--- src/hw/adcc_pkg.sv ---
// constants, types and helpers shared by the converter control block
//
// Notes on behaviour
// - simultaneous mode samples ch0-3 (count 1x) or ch0-1 (count 01) together, else sequential
// - in 12-bit mode the simultaneous-sample select reads zero and has no effect
// - auto-start re-enters sampling right after a conversion and sets the sample bit
// - without auto-start, hold lasts until software writes one to the sample bit
// - sample bit reads one while sampling, zero while holding
// - trigger 000: only a software write of zero ends sampling
// - other triggers: hardware clears the sample bit and starts conversion
// - done bit sets when a conversion completes, zero before and during
// - software may clear done, writing one is ignored, conversion unaffected
// - done clears automatically when a new conversion starts
// - reference field 000 rails, 001 ext plus, 010 ext minus, 011 both, 1xx rails
// - scan enable steps the scanned ch0 positive input during input set A only
// - channel count 00 ch0, 01 ch0-1; reads zero in 12-bit mode
// - buffer-half status reads one while filling the second half
// - field N steps the dma address after every N+1 completed operations
// - split mode alternates buffer halves per step, otherwise always first half
// - alternate mode toggles input sets A and B per sample, else always A
// - internal rc clock ignores the divider field
package adcc_pkg;
	// ***************************************
	// register map
	// ***************************************
	localparam int ADDR_W = 4;
	localparam logic [ADDR_W-1:0] OFS_CTRL1 = 4'h0;
	localparam logic [ADDR_W-1:0] OFS_CTRL2 = 4'h4;
	localparam logic [ADDR_W-1:0] OFS_CTRL3 = 4'h8;
	localparam logic [1:0] RESP_OKAY = 2'b00;
	localparam logic [1:0] RESP_SLVERR = 2'b10;
	localparam logic [15:0] RST_16 = 16'h0000;

	// control one field positions
	localparam int C1_TWELVE = 10;
	localparam int C1_TRIG_LO = 5;
	localparam int C1_SIMULTANEOUS_SAMPLE_SEL = 3;
	localparam int C1_AUTO_SAMPLE_START = 2;
	localparam int C1_SAMPLE_ENABLE_BIT = 1;
	localparam int C1_DONE = 0;
	// control two field positions
	localparam int C2_VCFG_LO = 13;
	localparam int C2_SCAN = 10;
	localparam int C2_CHPS_LO = 8;
	localparam int C2_BUFFER_HALF_STATUS = 7;
	localparam int C2_SMPI_LO = 2;
	localparam int C2_BUFFER_SPLIT_MODE = 1;
	localparam int C2_ALTERNATE_INPUT_MODE = 0;
	// control three field positions
	localparam int C3_INTERNAL_RC_CLOCK_SEL = 15;
	localparam int C3_SAMC_LO = 8;
	localparam int C3_ADCS_LO = 0;

	// trigger source codes
	localparam logic [2:0] TRIG_MANUAL = 3'b000;
	localparam logic [2:0] TRIG_AUTO = 3'b111;

	// ***************************************
	// timing
	// ***************************************
	localparam int CLK_NS = 100;
	localparam int RC_TAD_NS = 250;
	localparam int RC_TAD_CYC = (RC_TAD_NS + CLK_NS - 1) / CLK_NS;
	localparam int CONV_TADS = 14;

	typedef enum logic [2:0] {
		ADCC_HOLD = 3'b001,
		ADCC_SAMPLE_ENABLE_BIT = 3'b010,
		ADCC_CONV = 3'b100
	} adcc_state_t;

	// byte-lane merge for a 16-bit register on a 32-bit bus
	function automatic logic [15:0] adcc_merge(input logic [15:0] old, input logic [31:0] wd,
		input logic [3:0] st);
		adcc_merge = {st[1] ? wd[15:8] : old[15:8], st[0] ? wd[7:0] : old[7:0]};
	endfunction : adcc_merge

	// channels in use for a channel-count code
	function automatic logic [3:0] adcc_en_mask(input logic [1:0] chps);
		adcc_en_mask = chps[1] ? 4'hF : (chps[0] ? 4'h3 : 4'h1);
	endfunction : adcc_en_mask
endpackage : adcc_pkg

--- src/hw/adcc_ctrl.sv ---
// converter sample and conversion sequencer with its register slave
`timescale 1ns/1ps
module adcc_ctrl #(
	parameter int CONV_PERIODS = adcc_pkg::CONV_TADS
) (
	// clock, reset, enable
	input wire logic aclk,
	input wire logic aresetn,
	input wire logic ce,
	// axi4-lite write
	input wire logic [adcc_pkg::ADDR_W-1:0] awaddr,
	input wire logic awvalid,
	output logic awready,
	input wire logic [31:0] wdata,
	input wire logic [3:0] wstrb,
	input wire logic wvalid,
	output logic wready,
	output logic [1:0] bresp,
	output logic bvalid,
	input wire logic bready,
	// axi4-lite read
	input wire logic [adcc_pkg::ADDR_W-1:0] araddr,
	input wire logic arvalid,
	output logic arready,
	output logic [31:0] rdata,
	output logic [1:0] rresp,
	output logic rvalid,
	input wire logic rready,
	// hardware trigger pin
	input wire logic trigger_in,
	// analog front end and dma side
	output logic sampling,
	output logic converting,
	output logic [3:0] chan_sample_mask,
	output logic vref_pos_ext,
	output logic vref_neg_ext,
	output logic input_set_b,
	output logic scan_step,
	output logic conv_done_pulse,
	output logic dma_step,
	output logic buffer_half_status
);
	import adcc_pkg::*;

	// ***************************************
	// register storage
	// ***************************************
	logic twelve_bit_mode_r, simultaneous_sample_sel_r, auto_sample_start_r, done_r;
	logic [2:0] trigger_source_sel_r;
	logic [2:0] reference_config_r;
	logic input_scan_enable_r, buffer_split_mode_r, alternate_input_mode_r;
	logic [1:0] channel_count_sel_r;
	logic [3:0] conversions_per_interrupt_r;
	logic internal_rc_clock_sel_r;
	logic [4:0] auto_sample_time_r;
	logic [7:0] conv_clock_divider_r;
	adcc_state_t state_r, state_nxt;

	// bus slave state
	logic awready_r, wready_r, bvalid_r, arready_r, rvalid_r;
	logic [1:0] bresp_r, rresp_r;
	logic [31:0] rdata_r, wdata_q;
	logic [3:0] wstrb_q;
	logic [ADDR_W-1:0] awaddr_q;

	// sequencer state
	logic [4:0] sample_enable_bit_cnt_r;
	logic [7:0] conv_cnt_r;
	logic [3:0] op_cnt_r;
	logic [1:0] chan_idx_r;
	logic trig_s1, trig_s2, trig_s3;
	logic sampling_r, converting_r, vref_pos_r, vref_neg_r, set_b_r;
	logic scan_step_r, done_pulse_r, dma_step_r, buf_half_r;
	logic [3:0] mask_r;
	logic tad_tick;

	// ***************************************
	// register views and write decode
	// ***************************************
	// in 12-bit mode these bits do not exist, so both the view and the effect are forced low
	wire logic simultaneous_sample_sel_eff = simultaneous_sample_sel_r && !twelve_bit_mode_r;
	wire logic [1:0] chps_eff = twelve_bit_mode_r ? 2'b00 : channel_count_sel_r;
	wire logic is_sample_enable_bit = (state_r == ADCC_SAMPLE_ENABLE_BIT);
	wire logic [15:0] ctrl1_view = {5'h00, twelve_bit_mode_r, 2'b00, trigger_source_sel_r, 1'b0,
		simultaneous_sample_sel_eff, auto_sample_start_r, is_sample_enable_bit, done_r};
	wire logic [15:0] ctrl2_view = {reference_config_r, 2'b00, input_scan_enable_r, chps_eff,
		buf_half_r, 1'b0, conversions_per_interrupt_r, buffer_split_mode_r,
		alternate_input_mode_r};
	wire logic [15:0] ctrl3_view = {internal_rc_clock_sel_r, 2'b00, auto_sample_time_r,
		conv_clock_divider_r};

	wire logic wr_go = !awready_r && !wready_r && !bvalid_r;
	wire logic wr_c1 = wr_go && (awaddr_q == OFS_CTRL1);
	wire logic wr_c2 = wr_go && (awaddr_q == OFS_CTRL2);
	wire logic wr_c3 = wr_go && (awaddr_q == OFS_CTRL3);
	wire logic wr_bad = wr_go && !wr_c1 && !wr_c2 && !wr_c3;
	wire logic [15:0] c1_new = adcc_merge(ctrl1_view, wdata_q, wstrb_q);
	wire logic [15:0] c2_new = adcc_merge(ctrl2_view, wdata_q, wstrb_q);
	wire logic [15:0] c3_new = adcc_merge(ctrl3_view, wdata_q, wstrb_q);
	wire logic lane0 = wr_c1 && wstrb_q[0];
	wire logic sw_sample_enable_bit_wr1 = lane0 && wdata_q[C1_SAMPLE_ENABLE_BIT];
	wire logic sw_sample_enable_bit_wr0 = lane0 && !wdata_q[C1_SAMPLE_ENABLE_BIT];
	wire logic sw_done_clr = lane0 && !wdata_q[C1_DONE];

	wire logic ar_hs = arvalid && arready_r;
	wire logic ar_c1 = (araddr == OFS_CTRL1);
	wire logic ar_c2 = (araddr == OFS_CTRL2);
	wire logic ar_c3 = (araddr == OFS_CTRL3);
	wire logic [15:0] rd_mux = ar_c1 ? ctrl1_view : ar_c2 ? ctrl2_view : ar_c3 ? ctrl3_view : RST_16;

	// ***************************************
	// sequencer decode
	// ***************************************
	wire logic trig_edge = trig_s2 && !trig_s3;
	wire logic manual = (trigger_source_sel_r == TRIG_MANUAL);
	wire logic auto_conv = (trigger_source_sel_r == TRIG_AUTO);
	wire logic samc_hit = (sample_enable_bit_cnt_r == auto_sample_time_r);
	// only the selected source may end sampling
	wire logic sample_enable_bit_end = is_sample_enable_bit && (manual ? sw_sample_enable_bit_wr0 : auto_conv ? samc_hit : trig_edge);
	wire logic conv_end = (state_r == ADCC_CONV) && tad_tick &&
		(conv_cnt_r == 8'(CONV_PERIODS - 1));
	wire logic conv_start = sample_enable_bit_end;
	wire logic op_hit = (op_cnt_r == conversions_per_interrupt_r);
	wire logic sim_on = simultaneous_sample_sel_eff && (chps_eff != 2'b00);
	wire logic [3:0] en_mask = adcc_en_mask(chps_eff);
	wire logic [1:0] idx_max = chps_eff[1] ? 2'd3 : (chps_eff[0] ? 2'd1 : 2'd0);
	wire logic tad_restart = (state_nxt != state_r);
	// the mask must show the channel of the sample being started, not the one just converted
	wire logic [1:0] chan_idx_nxt = !conv_end ? chan_idx_r :
		(sim_on || chan_idx_r >= idx_max) ? 2'd0 : chan_idx_r + 2'd1;
	wire logic [3:0] mask_nxt = (state_nxt != ADCC_SAMPLE_ENABLE_BIT) ? 4'h0 :
		sim_on ? en_mask : 4'(4'h1 << chan_idx_nxt);

	// next phase of the sample/hold sequence
	always_comb begin
		state_nxt = state_r;
		case (state_r)
			ADCC_HOLD: begin
				if (auto_sample_start_r || sw_sample_enable_bit_wr1) begin
					state_nxt = ADCC_SAMPLE_ENABLE_BIT;
				end
			end
			ADCC_SAMPLE_ENABLE_BIT: begin
				if (sample_enable_bit_end) begin
					state_nxt = ADCC_CONV;
				end
			end
			ADCC_CONV: begin
				if (conv_end) begin
					state_nxt = auto_sample_start_r ? ADCC_SAMPLE_ENABLE_BIT : ADCC_HOLD;
				end
			end
			default: state_nxt = ADCC_HOLD;
		endcase
	end

	// ***************************************
	// conversion clock
	// ***************************************
	adcc_tad_gen u_tad (
		.aclk(aclk),
		.aresetn(aresetn),
		.ce(ce),
		.restart(tad_restart),
		.use_rc(internal_rc_clock_sel_r),
		.divider(conv_clock_divider_r),
		.tick(tad_tick)
	);

	// ***************************************
	// bus slave
	// ***************************************
	// one write and one read in flight; write data and address may arrive in either order
	always_ff @(posedge aclk) begin
		if (!aresetn) begin
			awready_r <= 1'b1;
			wready_r <= 1'b1;
			bvalid_r <= 1'b0;
			bresp_r <= RESP_OKAY;
			awaddr_q <= '0;
			wdata_q <= 32'h0000_0000;
			wstrb_q <= 4'h0;
		end else if (ce) begin
			if (awvalid && awready_r) begin
				awaddr_q <= awaddr;
				awready_r <= 1'b0;
			end
			if (wvalid && wready_r) begin
				wdata_q <= wdata;
				wstrb_q <= wstrb;
				wready_r <= 1'b0;
			end
			if (wr_go) begin
				bvalid_r <= 1'b1;
				bresp_r <= wr_bad ? RESP_SLVERR : RESP_OKAY;
			end
			if (bvalid_r && bready) begin
				bvalid_r <= 1'b0;
				awready_r <= 1'b1;
				wready_r <= 1'b1;
			end
		end
	end

	// read data is latched at the address handshake
	always_ff @(posedge aclk) begin
		if (!aresetn) begin
			arready_r <= 1'b1;
			rvalid_r <= 1'b0;
			rdata_r <= 32'h0000_0000;
			rresp_r <= RESP_OKAY;
		end else if (ce) begin
			if (ar_hs) begin
				arready_r <= 1'b0;
				rvalid_r <= 1'b1;
				rdata_r <= {16'h0000, rd_mux};
				rresp_r <= (ar_c1 || ar_c2 || ar_c3) ? RESP_OKAY : RESP_SLVERR;
			end else if (rvalid_r && rready) begin
				rvalid_r <= 1'b0;
				arready_r <= 1'b1;
			end
		end
	end

	// ***************************************
	// configuration registers
	// ***************************************
	always_ff @(posedge aclk) begin
		if (!aresetn) begin
			{twelve_bit_mode_r, trigger_source_sel_r} <= 4'h0;
			{simultaneous_sample_sel_r, auto_sample_start_r} <= 2'b00;
			{reference_config_r, input_scan_enable_r, channel_count_sel_r} <= 6'h00;
			{conversions_per_interrupt_r, buffer_split_mode_r, alternate_input_mode_r} <= 6'h00;
			{internal_rc_clock_sel_r, auto_sample_time_r, conv_clock_divider_r} <= 14'h0000;
		end else if (ce) begin
			if (wr_c1) begin
				twelve_bit_mode_r <= c1_new[C1_TWELVE];
				trigger_source_sel_r <= c1_new[C1_TRIG_LO +: 3];
				simultaneous_sample_sel_r <= c1_new[C1_SIMULTANEOUS_SAMPLE_SEL] && !c1_new[C1_TWELVE];
				auto_sample_start_r <= c1_new[C1_AUTO_SAMPLE_START];
			end
			if (wr_c2) begin
				reference_config_r <= c2_new[C2_VCFG_LO +: 3];
				input_scan_enable_r <= c2_new[C2_SCAN];
				channel_count_sel_r <= c2_new[C2_CHPS_LO +: 2];
				conversions_per_interrupt_r <= c2_new[C2_SMPI_LO +: 4];
				buffer_split_mode_r <= c2_new[C2_BUFFER_SPLIT_MODE];
				alternate_input_mode_r <= c2_new[C2_ALTERNATE_INPUT_MODE];
			end
			if (wr_c3) begin
				internal_rc_clock_sel_r <= c3_new[C3_INTERNAL_RC_CLOCK_SEL];
				auto_sample_time_r <= c3_new[C3_SAMC_LO +: 5];
				conv_clock_divider_r <= c3_new[C3_ADCS_LO +: 8];
			end
		end
	end

	// ***************************************
	// sequencer
	// ***************************************
	// trigger pin is asynchronous: two flops before use, third for the edge
	always_ff @(posedge aclk) begin
		if (!aresetn) begin
			{trig_s1, trig_s2, trig_s3} <= 3'b000;
		end else if (ce) begin
			{trig_s1, trig_s2, trig_s3} <= {trigger_in, trig_s1, trig_s2};
		end
	end

	// phase, counters and done flag; completion beats a same-cycle software clear
	always_ff @(posedge aclk) begin
		if (!aresetn) begin
			state_r <= ADCC_HOLD;
			sample_enable_bit_cnt_r <= 5'h00;
			conv_cnt_r <= 8'h00;
			done_r <= 1'b0;
		end else if (ce) begin
			state_r <= state_nxt;
			sample_enable_bit_cnt_r <= tad_restart ? 5'h00 : (tad_tick && !samc_hit) ? sample_enable_bit_cnt_r + 5'h01 : sample_enable_bit_cnt_r;
			conv_cnt_r <= tad_restart ? 8'h00 : tad_tick ? conv_cnt_r + 8'h01 : conv_cnt_r;
			done_r <= conv_end ? 1'b1 : (conv_start || sw_done_clr) ? 1'b0 : done_r;
		end
	end

	// per-operation bookkeeping: dma steps, buffer halves, input sets, scan
	always_ff @(posedge aclk) begin
		if (!aresetn) begin
			op_cnt_r <= 4'h0;
			chan_idx_r <= 2'd0;
			buf_half_r <= 1'b0;
			set_b_r <= 1'b0;
			{scan_step_r, done_pulse_r, dma_step_r} <= 3'b000;
		end else if (ce) begin
			done_pulse_r <= conv_end;
			dma_step_r <= conv_end && op_hit;
			scan_step_r <= conv_end && input_scan_enable_r && !set_b_r;
			if (conv_end) begin
				op_cnt_r <= op_hit ? 4'h0 : op_cnt_r + 4'h1;
				chan_idx_r <= chan_idx_nxt;
				set_b_r <= alternate_input_mode_r && !set_b_r;
				if (op_hit) begin
					buf_half_r <= buffer_split_mode_r && !buf_half_r;
				end
			end
			if (!alternate_input_mode_r) begin
				set_b_r <= 1'b0;
			end
			if (!buffer_split_mode_r) begin
				buf_half_r <= 1'b0;
			end
		end
	end

	// front-end outputs, each from its own flop
	always_ff @(posedge aclk) begin
		if (!aresetn) begin
			{sampling_r, converting_r, vref_pos_r, vref_neg_r} <= 4'h0;
			mask_r <= 4'h0;
		end else if (ce) begin
			sampling_r <= (state_nxt == ADCC_SAMPLE_ENABLE_BIT);
			converting_r <= (state_nxt == ADCC_CONV);
			mask_r <= mask_nxt;
			vref_pos_r <= !reference_config_r[2] && reference_config_r[0];
			vref_neg_r <= !reference_config_r[2] && reference_config_r[1];
		end
	end

	assign {awready, wready, bvalid, bresp} = {awready_r, wready_r, bvalid_r, bresp_r};
	assign {arready, rvalid, rdata, rresp} = {arready_r, rvalid_r, rdata_r, rresp_r};
	assign {sampling, converting, chan_sample_mask} = {sampling_r, converting_r, mask_r};
	assign {vref_pos_ext, vref_neg_ext, input_set_b} = {vref_pos_r, vref_neg_r, set_b_r};
	assign {scan_step, conv_done_pulse, dma_step} = {scan_step_r, done_pulse_r, dma_step_r};
	assign buffer_half_status = buf_half_r;

	// ***************************************
	// checks
	// ***************************************
	property p_sim_mask;
		@(posedge aclk) disable iff (!aresetn) ce && state_nxt == ADCC_SAMPLE_ENABLE_BIT && sim_on |=> mask_r == $past(en_mask);
	endproperty
	a_sim_mask: assert property (p_sim_mask) else $error("simultaneous mask wrong");
	property p_twelve_rd;
		@(posedge aclk) disable iff (!aresetn) ce && ar_hs && ar_c1 && twelve_bit_mode_r |=> !rdata_r[C1_SIMULTANEOUS_SAMPLE_SEL];
	endproperty
	a_twelve_rd: assert property (p_twelve_rd) else $error("simultaneous_sample_sel visible in 12-bit");
	property p_auto_sample_start;
		@(posedge aclk) disable iff (!aresetn) ce && conv_end && auto_sample_start_r |=> state_r == ADCC_SAMPLE_ENABLE_BIT && sampling;
	endproperty
	a_auto_sample_start: assert property (p_auto_sample_start) else $error("no auto restart");
	property p_hold;
		@(posedge aclk) disable iff (!aresetn)
			ce && state_r == ADCC_HOLD && !auto_sample_start_r && !sw_sample_enable_bit_wr1 |=> state_r == ADCC_HOLD;
	endproperty
	a_hold: assert property (p_hold) else $error("left hold unasked");
	property p_sample_enable_bit_rd;
		@(posedge aclk) disable iff (!aresetn) ce && ar_hs && ar_c1 |=> rdata_r[C1_SAMPLE_ENABLE_BIT] == $past(is_sample_enable_bit);
	endproperty
	a_sample_enable_bit_rd: assert property (p_sample_enable_bit_rd) else $error("sample bit view wrong");
	property p_manual;
		@(posedge aclk) disable iff (!aresetn) ce && is_sample_enable_bit && manual && !sw_sample_enable_bit_wr0 |=> is_sample_enable_bit;
	endproperty
	a_manual: assert property (p_manual) else $error("manual sampling ended by hardware");
	property p_done;
		@(posedge aclk) disable iff (!aresetn) ce && conv_end |=> done_r && conv_done_pulse;
	endproperty
	a_done: assert property (p_done) else $error("done not set");
	property p_done_clr;
		@(posedge aclk) disable iff (!aresetn) ce && conv_start |=> !done_r && converting;
	endproperty
	a_done_clr: assert property (p_done_clr) else $error("done not cleared at start");
	property p_dma;
		@(posedge aclk) disable iff (!aresetn) ce && conv_end && op_hit |=> dma_step && op_cnt_r == 4'h0;
	endproperty
	a_dma: assert property (p_dma) else $error("dma step missing");
	property p_ref;
		@(posedge aclk) disable iff (!aresetn) ce && reference_config_r[2] |=> !vref_pos_ext && !vref_neg_ext;
	endproperty
	a_ref: assert property (p_ref) else $error("1xx must pick rails");
	c_auto: cover property (@(posedge aclk) conv_end && auto_conv);
	c_dma: cover property (@(posedge aclk) dma_step && buffer_half_status);
	c_sim: cover property (@(posedge aclk) sampling && chan_sample_mask == 4'hF);
endmodule : adcc_ctrl

--- src/hw/adcc_tad_gen.sv ---
// conversion clock tick generator
`timescale 1ns/1ps
module adcc_tad_gen (
	// clock and reset
	input wire logic aclk,
	input wire logic aresetn,
	input wire logic ce,
	// control
	input wire logic restart,
	input wire logic use_rc,
	input wire logic [7:0] divider,
	// tick out
	output logic tick
);
	import adcc_pkg::*;

	localparam logic [7:0] RC_LIMIT = 8'(RC_TAD_CYC - 1);
	logic [7:0] cnt_r;
	logic [7:0] cnt_nxt;
	logic tick_r;
	wire logic [7:0] limit = use_rc ? RC_LIMIT : divider;
	wire logic wrap = (cnt_r == limit);

	assign cnt_nxt = (restart || wrap) ? 8'h00 : cnt_r + 8'h01;
	assign tick = tick_r;

	// one tick per conversion clock period, restarted with each phase
	always_ff @(posedge aclk) begin
		if (!aresetn) begin
			cnt_r <= 8'h00;
			tick_r <= 1'b0;
		end else if (ce) begin
			cnt_r <= cnt_nxt;
			tick_r <= wrap && !restart;
		end
	end
endmodule : adcc_tad_gen

--- config.mk ---
export PLATFORM = sky130hd
export DESIGN_NAME = adcc_ctrl
export DESIGN_NICKNAME = d
export VERILOG_FILES = /design/src/hw/adcc_pkg.sv /design/src/hw/adcc_ctrl.sv /design/src/hw/adcc_tad_gen.sv
export SDC_FILE = /design/constraint.sdc
export NUM_CORES = 1
export LEC_CHECK = 0
export BUFFER_PORTS_ARGS = -buffer_cell sky130_fd_sc_hd__buf_2
export CORE_UTILIZATION = 60
export CTS_CLUSTER_DIAMETER = 60
export DETAILED_ROUTE_END_ITERATION = 8
export PLACE_DENSITY = 0.82
export SLEW_MARGIN = 20
export SYNTH_ARGS = -nofsm -noshare
export SYNTH_HDL_FRONTEND = slang
export SYNTH_SLANG_ARGS = --single-unit
--- constraint.sdc ---
create_clock -name aclk -period 3.49 [get_ports aclk]
set_clock_uncertainty 0.15 [all_clocks]
set_input_delay 0.698 -clock aclk [delete_from_list [all_inputs] [get_ports aclk]]
set_output_delay 0.698 -clock aclk [all_outputs]
set_load 0.005 [all_outputs]
==> flow_metrics.env <==
export IMPL_cp_max_fo=11
export IMPL_routedWlPerCell_um=16.7
export IMPL_slowest_delay_ns=0.58
export IMPL_path_cells="or4_4 > o31a_1 > a21oi_2 > nand3_1 > a21oi_1 > nor3_1"
export IMPL_critical_path_top_delay_family="compound AO/OA/AOI/OAI gates"
export IMPL_die_h_um=101
export IMPL_numCtsBuffers=17
export IMPL_antenna_found_initial=0
export IMPL_hold_viol=0
export IMPL_cts_tree="done"
export IMPL_p_int_w=0.00258
export IMPL_drive_gt1_share_pct=15.4
export IMPL_hold_class="in -> reg"
export IMPL_fin_crit_sh_pct=80.3
export IMPL_io_pins=107
export IMPL_wirelength_um=15500
export IMPL_clock_sinks=125
export IMPL_rsz0062_at_grt="false"
export IMPL_vdd_drop_max_uv=346
export IMPL_synth_seq_cells=125
export IMPL_reg2reg_slack_ns=0.69
export IMPL_clkTransAtPathRegs_ns=0.06
export IMPL_crit_path_start_kind="register"
export IMPL_synth_area_leaders="dfxtp_1, nand2_1, a21oi_1, nor2_1, mux2i_1"
export IMPL_rows=35
export IMPL_ant_nets=0
export IMPL_viasPerCell=5.94
export IMPL_hold_depth=3
export IMPL_num_vias=5527
export IMPL_fill_cells=758
export IMPL_synth_edff_count=0
export IMPL_status="finished clean"
export IMPL_slew_viol_final=0
export IMPL_synth_top_area_share_pct=42.6
export IMPL_synthArstFlopShare_pct=0
export IMPL_port_buffers=70
export IMPL_globalRouteOverflowTotal=0
export IMPL_min_delay_start="wdata[1]"
export IMPL_initial_core_util_pct=62.8
export IMPL_clockRootBuffer="clkbuf_8"
export IMPL_dp_hpwl_um=10700
export IMPL_pwr_share_seq_pct=44.1
export IMPL_power_leakage_nw=2.63
export IMPL_switching_share_pct=23.0
export IMPL_drtIter0Drc=419
export IMPL_setup_viol=0
export IMPL_synth_ff_type="dfxtp_1"
export IMPL_synth_top_area_cell="dfxtp_1"
export IMPL_tns_ns=0
export IMPL_grt_use_total_pct=31.8
export IMPL_r2r_start="awaddr_q[0]"
export IMPL_synth_seq_area_share_pct=42.6
export IMPL_core_area_um2=9370
export IMPL_fmax_ghz=0.357
export IMPL_grt_pass1_wl_um=24800
export IMPL_crit_path_top_delay_cell="or4_4"
export IMPL_drc=0
export IMPL_syn_mean_instance_area_um2=8.04
export IMPL_cp_required_ns=3.72
export IMPL_hold_end="wdata_q[1]"
export IMPL_fin_cells=930
export IMPL_p_clk_share_pct=50.4
export IMPL_cts_setup_buffers=0
export IMPL_placedCellCount=898
export IMPL_endpoint_kind="register"
export IMPL_cp_num_buf_inv=0
export IMPL_fin_nets=848
export IMPL_finalWorstPathRequiredPeriod_ns=2.80
export IMPL_regArea_um2=2500
export IMPL_pwr_share_comb_pct=5.5
export IMPL_synth_cell_type_count=65
export IMPL_r2r_end="u_tad.cnt_r[3]"
export IMPL_drv_cap=0
export IMPL_cts_buffer_depth=2
export IMPL_finalWeightedCongestion=0.962
export IMPL_grt_pass1_vias=5051
export IMPL_worstRegToRegCells=6
export IMPL_area_growth_pct=15.8
export IMPL_fp_dieArea_um2=10200
export IMPL_cts_max_level=4
export IMPL_die_x_um=101
export IMPL_crit_type="reg -> reg"
export IMPL_grt_start_max_net_pins=54
export IMPL_slew_headroom_pct=55.9
export IMPL_drt_pass1_iter_count=5
export IMPL_multi_input_area_um2=3100
export IMPL_clk_latency_ns=0.52
export IMPL_syn_cell_area_um2=5880
export IMPL_syn_inst=731
export IMPL_cts_resized=0
export IMPL_arrival_ns=3.04
export IMPL_synth_warnings=0
export IMPL_worst_slew_pin_slew_ns=0.660
export IMPL_power_density_nw_per_um2=493
export IMPL_p_switching_w=0.000773
export IMPL_cts_hold_buf=0
## metal layers
layer	part of all wire, %	wire (um)	up-vias	track usage, %
li1	-	-	2685	-
met1	43	6720	2621	40.0
met2	48	7520	189	52.8
met3	6.1	953	32	7.91
met4	2.1	328	0	11.8
met5	0	0	-	0
## cells in the final DEF (no fill, tap or decap), types with 10 or more instances in the layout
cell type / synthesis / routed
a21oi_1: 81 / 81
a22oi_1: 11 / 11
a31oi_1: 12 / 12
and3_1: 11 / 11
buf_2: 2 / 70
buf_4: 18 / 10
clkbuf_16: 0 / 16
conb_1: 1 / 18
dfxtp_1: 125 / 125
mux2i_1: 16 / 16
nand2_1: 126 / 126
nand3_1: 26 / 26
nand4_1: 13 / 13
nor2_1: 69 / 69
nor3_1: 22 / 22
o21ai_0: 18 / 18
xnor2_1: 11 / 11
xor2_1: 11 / 11
## final cells by class
type	instances	share of cell area (%)
clock buffer	21	6.74
multi-input combinational	553	45.6
clock inverter	10	1.69
antenna	1	0.0368
tap	129	2.37
sequential	125	36.8
timing repair buffer	80	6.25
inverter	11	0.606
## synth_stat cells, types with 11 or more instances
| cell | instances |
|---|---|
| and3_1 | 11 |
| a22oi_1 | 11 |
| nor2_1 | 69 |
| buf_4 | 18 |
| xnor2_1 | 11 |
| nand2_1 | 126 |
| xor2_1 | 11 |
| nand4_1 | 13 |
| nor3_1 | 22 |
| mux2i_1 | 16 |
| nand3_1 | 26 |
| clkbuf_1 | 34 |
| a21oi_1 | 81 |
| dfxtp_1 | 125 |
| o21ai_0 | 18 |
| a31oi_1 | 12 |
## worst min-delay path: stages
cell	delay, ns
buf_2	0.09
nand2_1	0.04
a21oi_1	0.05
## logic make-up (layout without fill, tap and decap cells)
| group | Yosys count | count (layout) | synth area share [%] |
|---|---|---|---|
| simple gates | 320 | 320 | 25.8 |
| compound gates | 170 | 170 | 18.3 |
| flops | 125 | 125 | 42.6 |
| buf+inv | 70 | 122 | 5.79 |
| xor+xnor | 22 | 22 | 3.28 |
| mux | 16 | 16 | 2.72 |
| fa+ha+maj | 7 | 7 | 1.49 |
| other cells | 1 | 19 | 0.0638 |
## power groups by stage
stage / Combinational, W / Sequential [W] / Clock [W]
6_report: 0.000185 / 0.00148 / 0.00169
5_1_grt: 0.000203 / 0.00148 / 0.00177
4_1_cts: 0.000183 / 0.00148 / 0.00170
3_5_place_dp: 0.000181 / 0.00151 / 0
3_3_place_gp: 0.000175 / 0.00151 / 0
2_1_floorplan: 0.000142 / 0.00150 / 0
## worst max-delay path by stage
stage	startpoint	end	slack, ns	cells after the start
finish	awaddr_q[0]	u_tad.cnt_r[3]	0.69	6
detailed placement	bvalid	u_tad.cnt_r[3]	0.76	6
floorplan	ce	alternate_input_mode_r	0.99	6
global placement	awaddr_q[0]	u_tad.cnt_r[6]	0.82	6
global route	awaddr_q[0]	conv_cnt_r[5]	0.57	6
CTS	bvalid	u_tad.cnt_r[3]	0.72	6
## flip-flops by register name (all words and copies together) (netlist names), 2 cells and up
signal and cells:
auto_sample_time_r 5, op_cnt_r 4, wdata_q 16, state_r 3
chan_sample_mask 4, awaddr_q 4, rdata 16, conv_clock_divider_r 8
trigger_source_sel_r 3, channel_count_sel_r 2, chan_idx_r 2, conv_cnt_r 8
conversions_per_interrupt_r 4, reference_config_r 3, u_tad.cnt_r 8, wstrb_q 2
sample_enable_bit_cnt_r 5
## per-stage QoR
| stage | setup slack, ns | util, % | hold WS [ns] | instance area (um^2) | total power, W |
|---|---|---|---|---|---|
| final | 0.688 | 72.7 | 0.257 | 6810 | 0.00336 |
| after global routing | 0.574 | 72.6 | 0.251 | 6810 | 0.00346 |
| after CTS | 0.718 | 72.6 | 0.249 | 6810 | 0.00337 |
| after detailed placement | 0.761 | 66.5 | 0.300 | 6230 | 0.00169 |
| after global placement | 0.822 | 66.5 | 0.295 | 6230 | 0.00168 |
| after floorplan | 0.987 | - | 0.287 | 5940 | 0.00164 |
(Power assumes the default switching activity.)
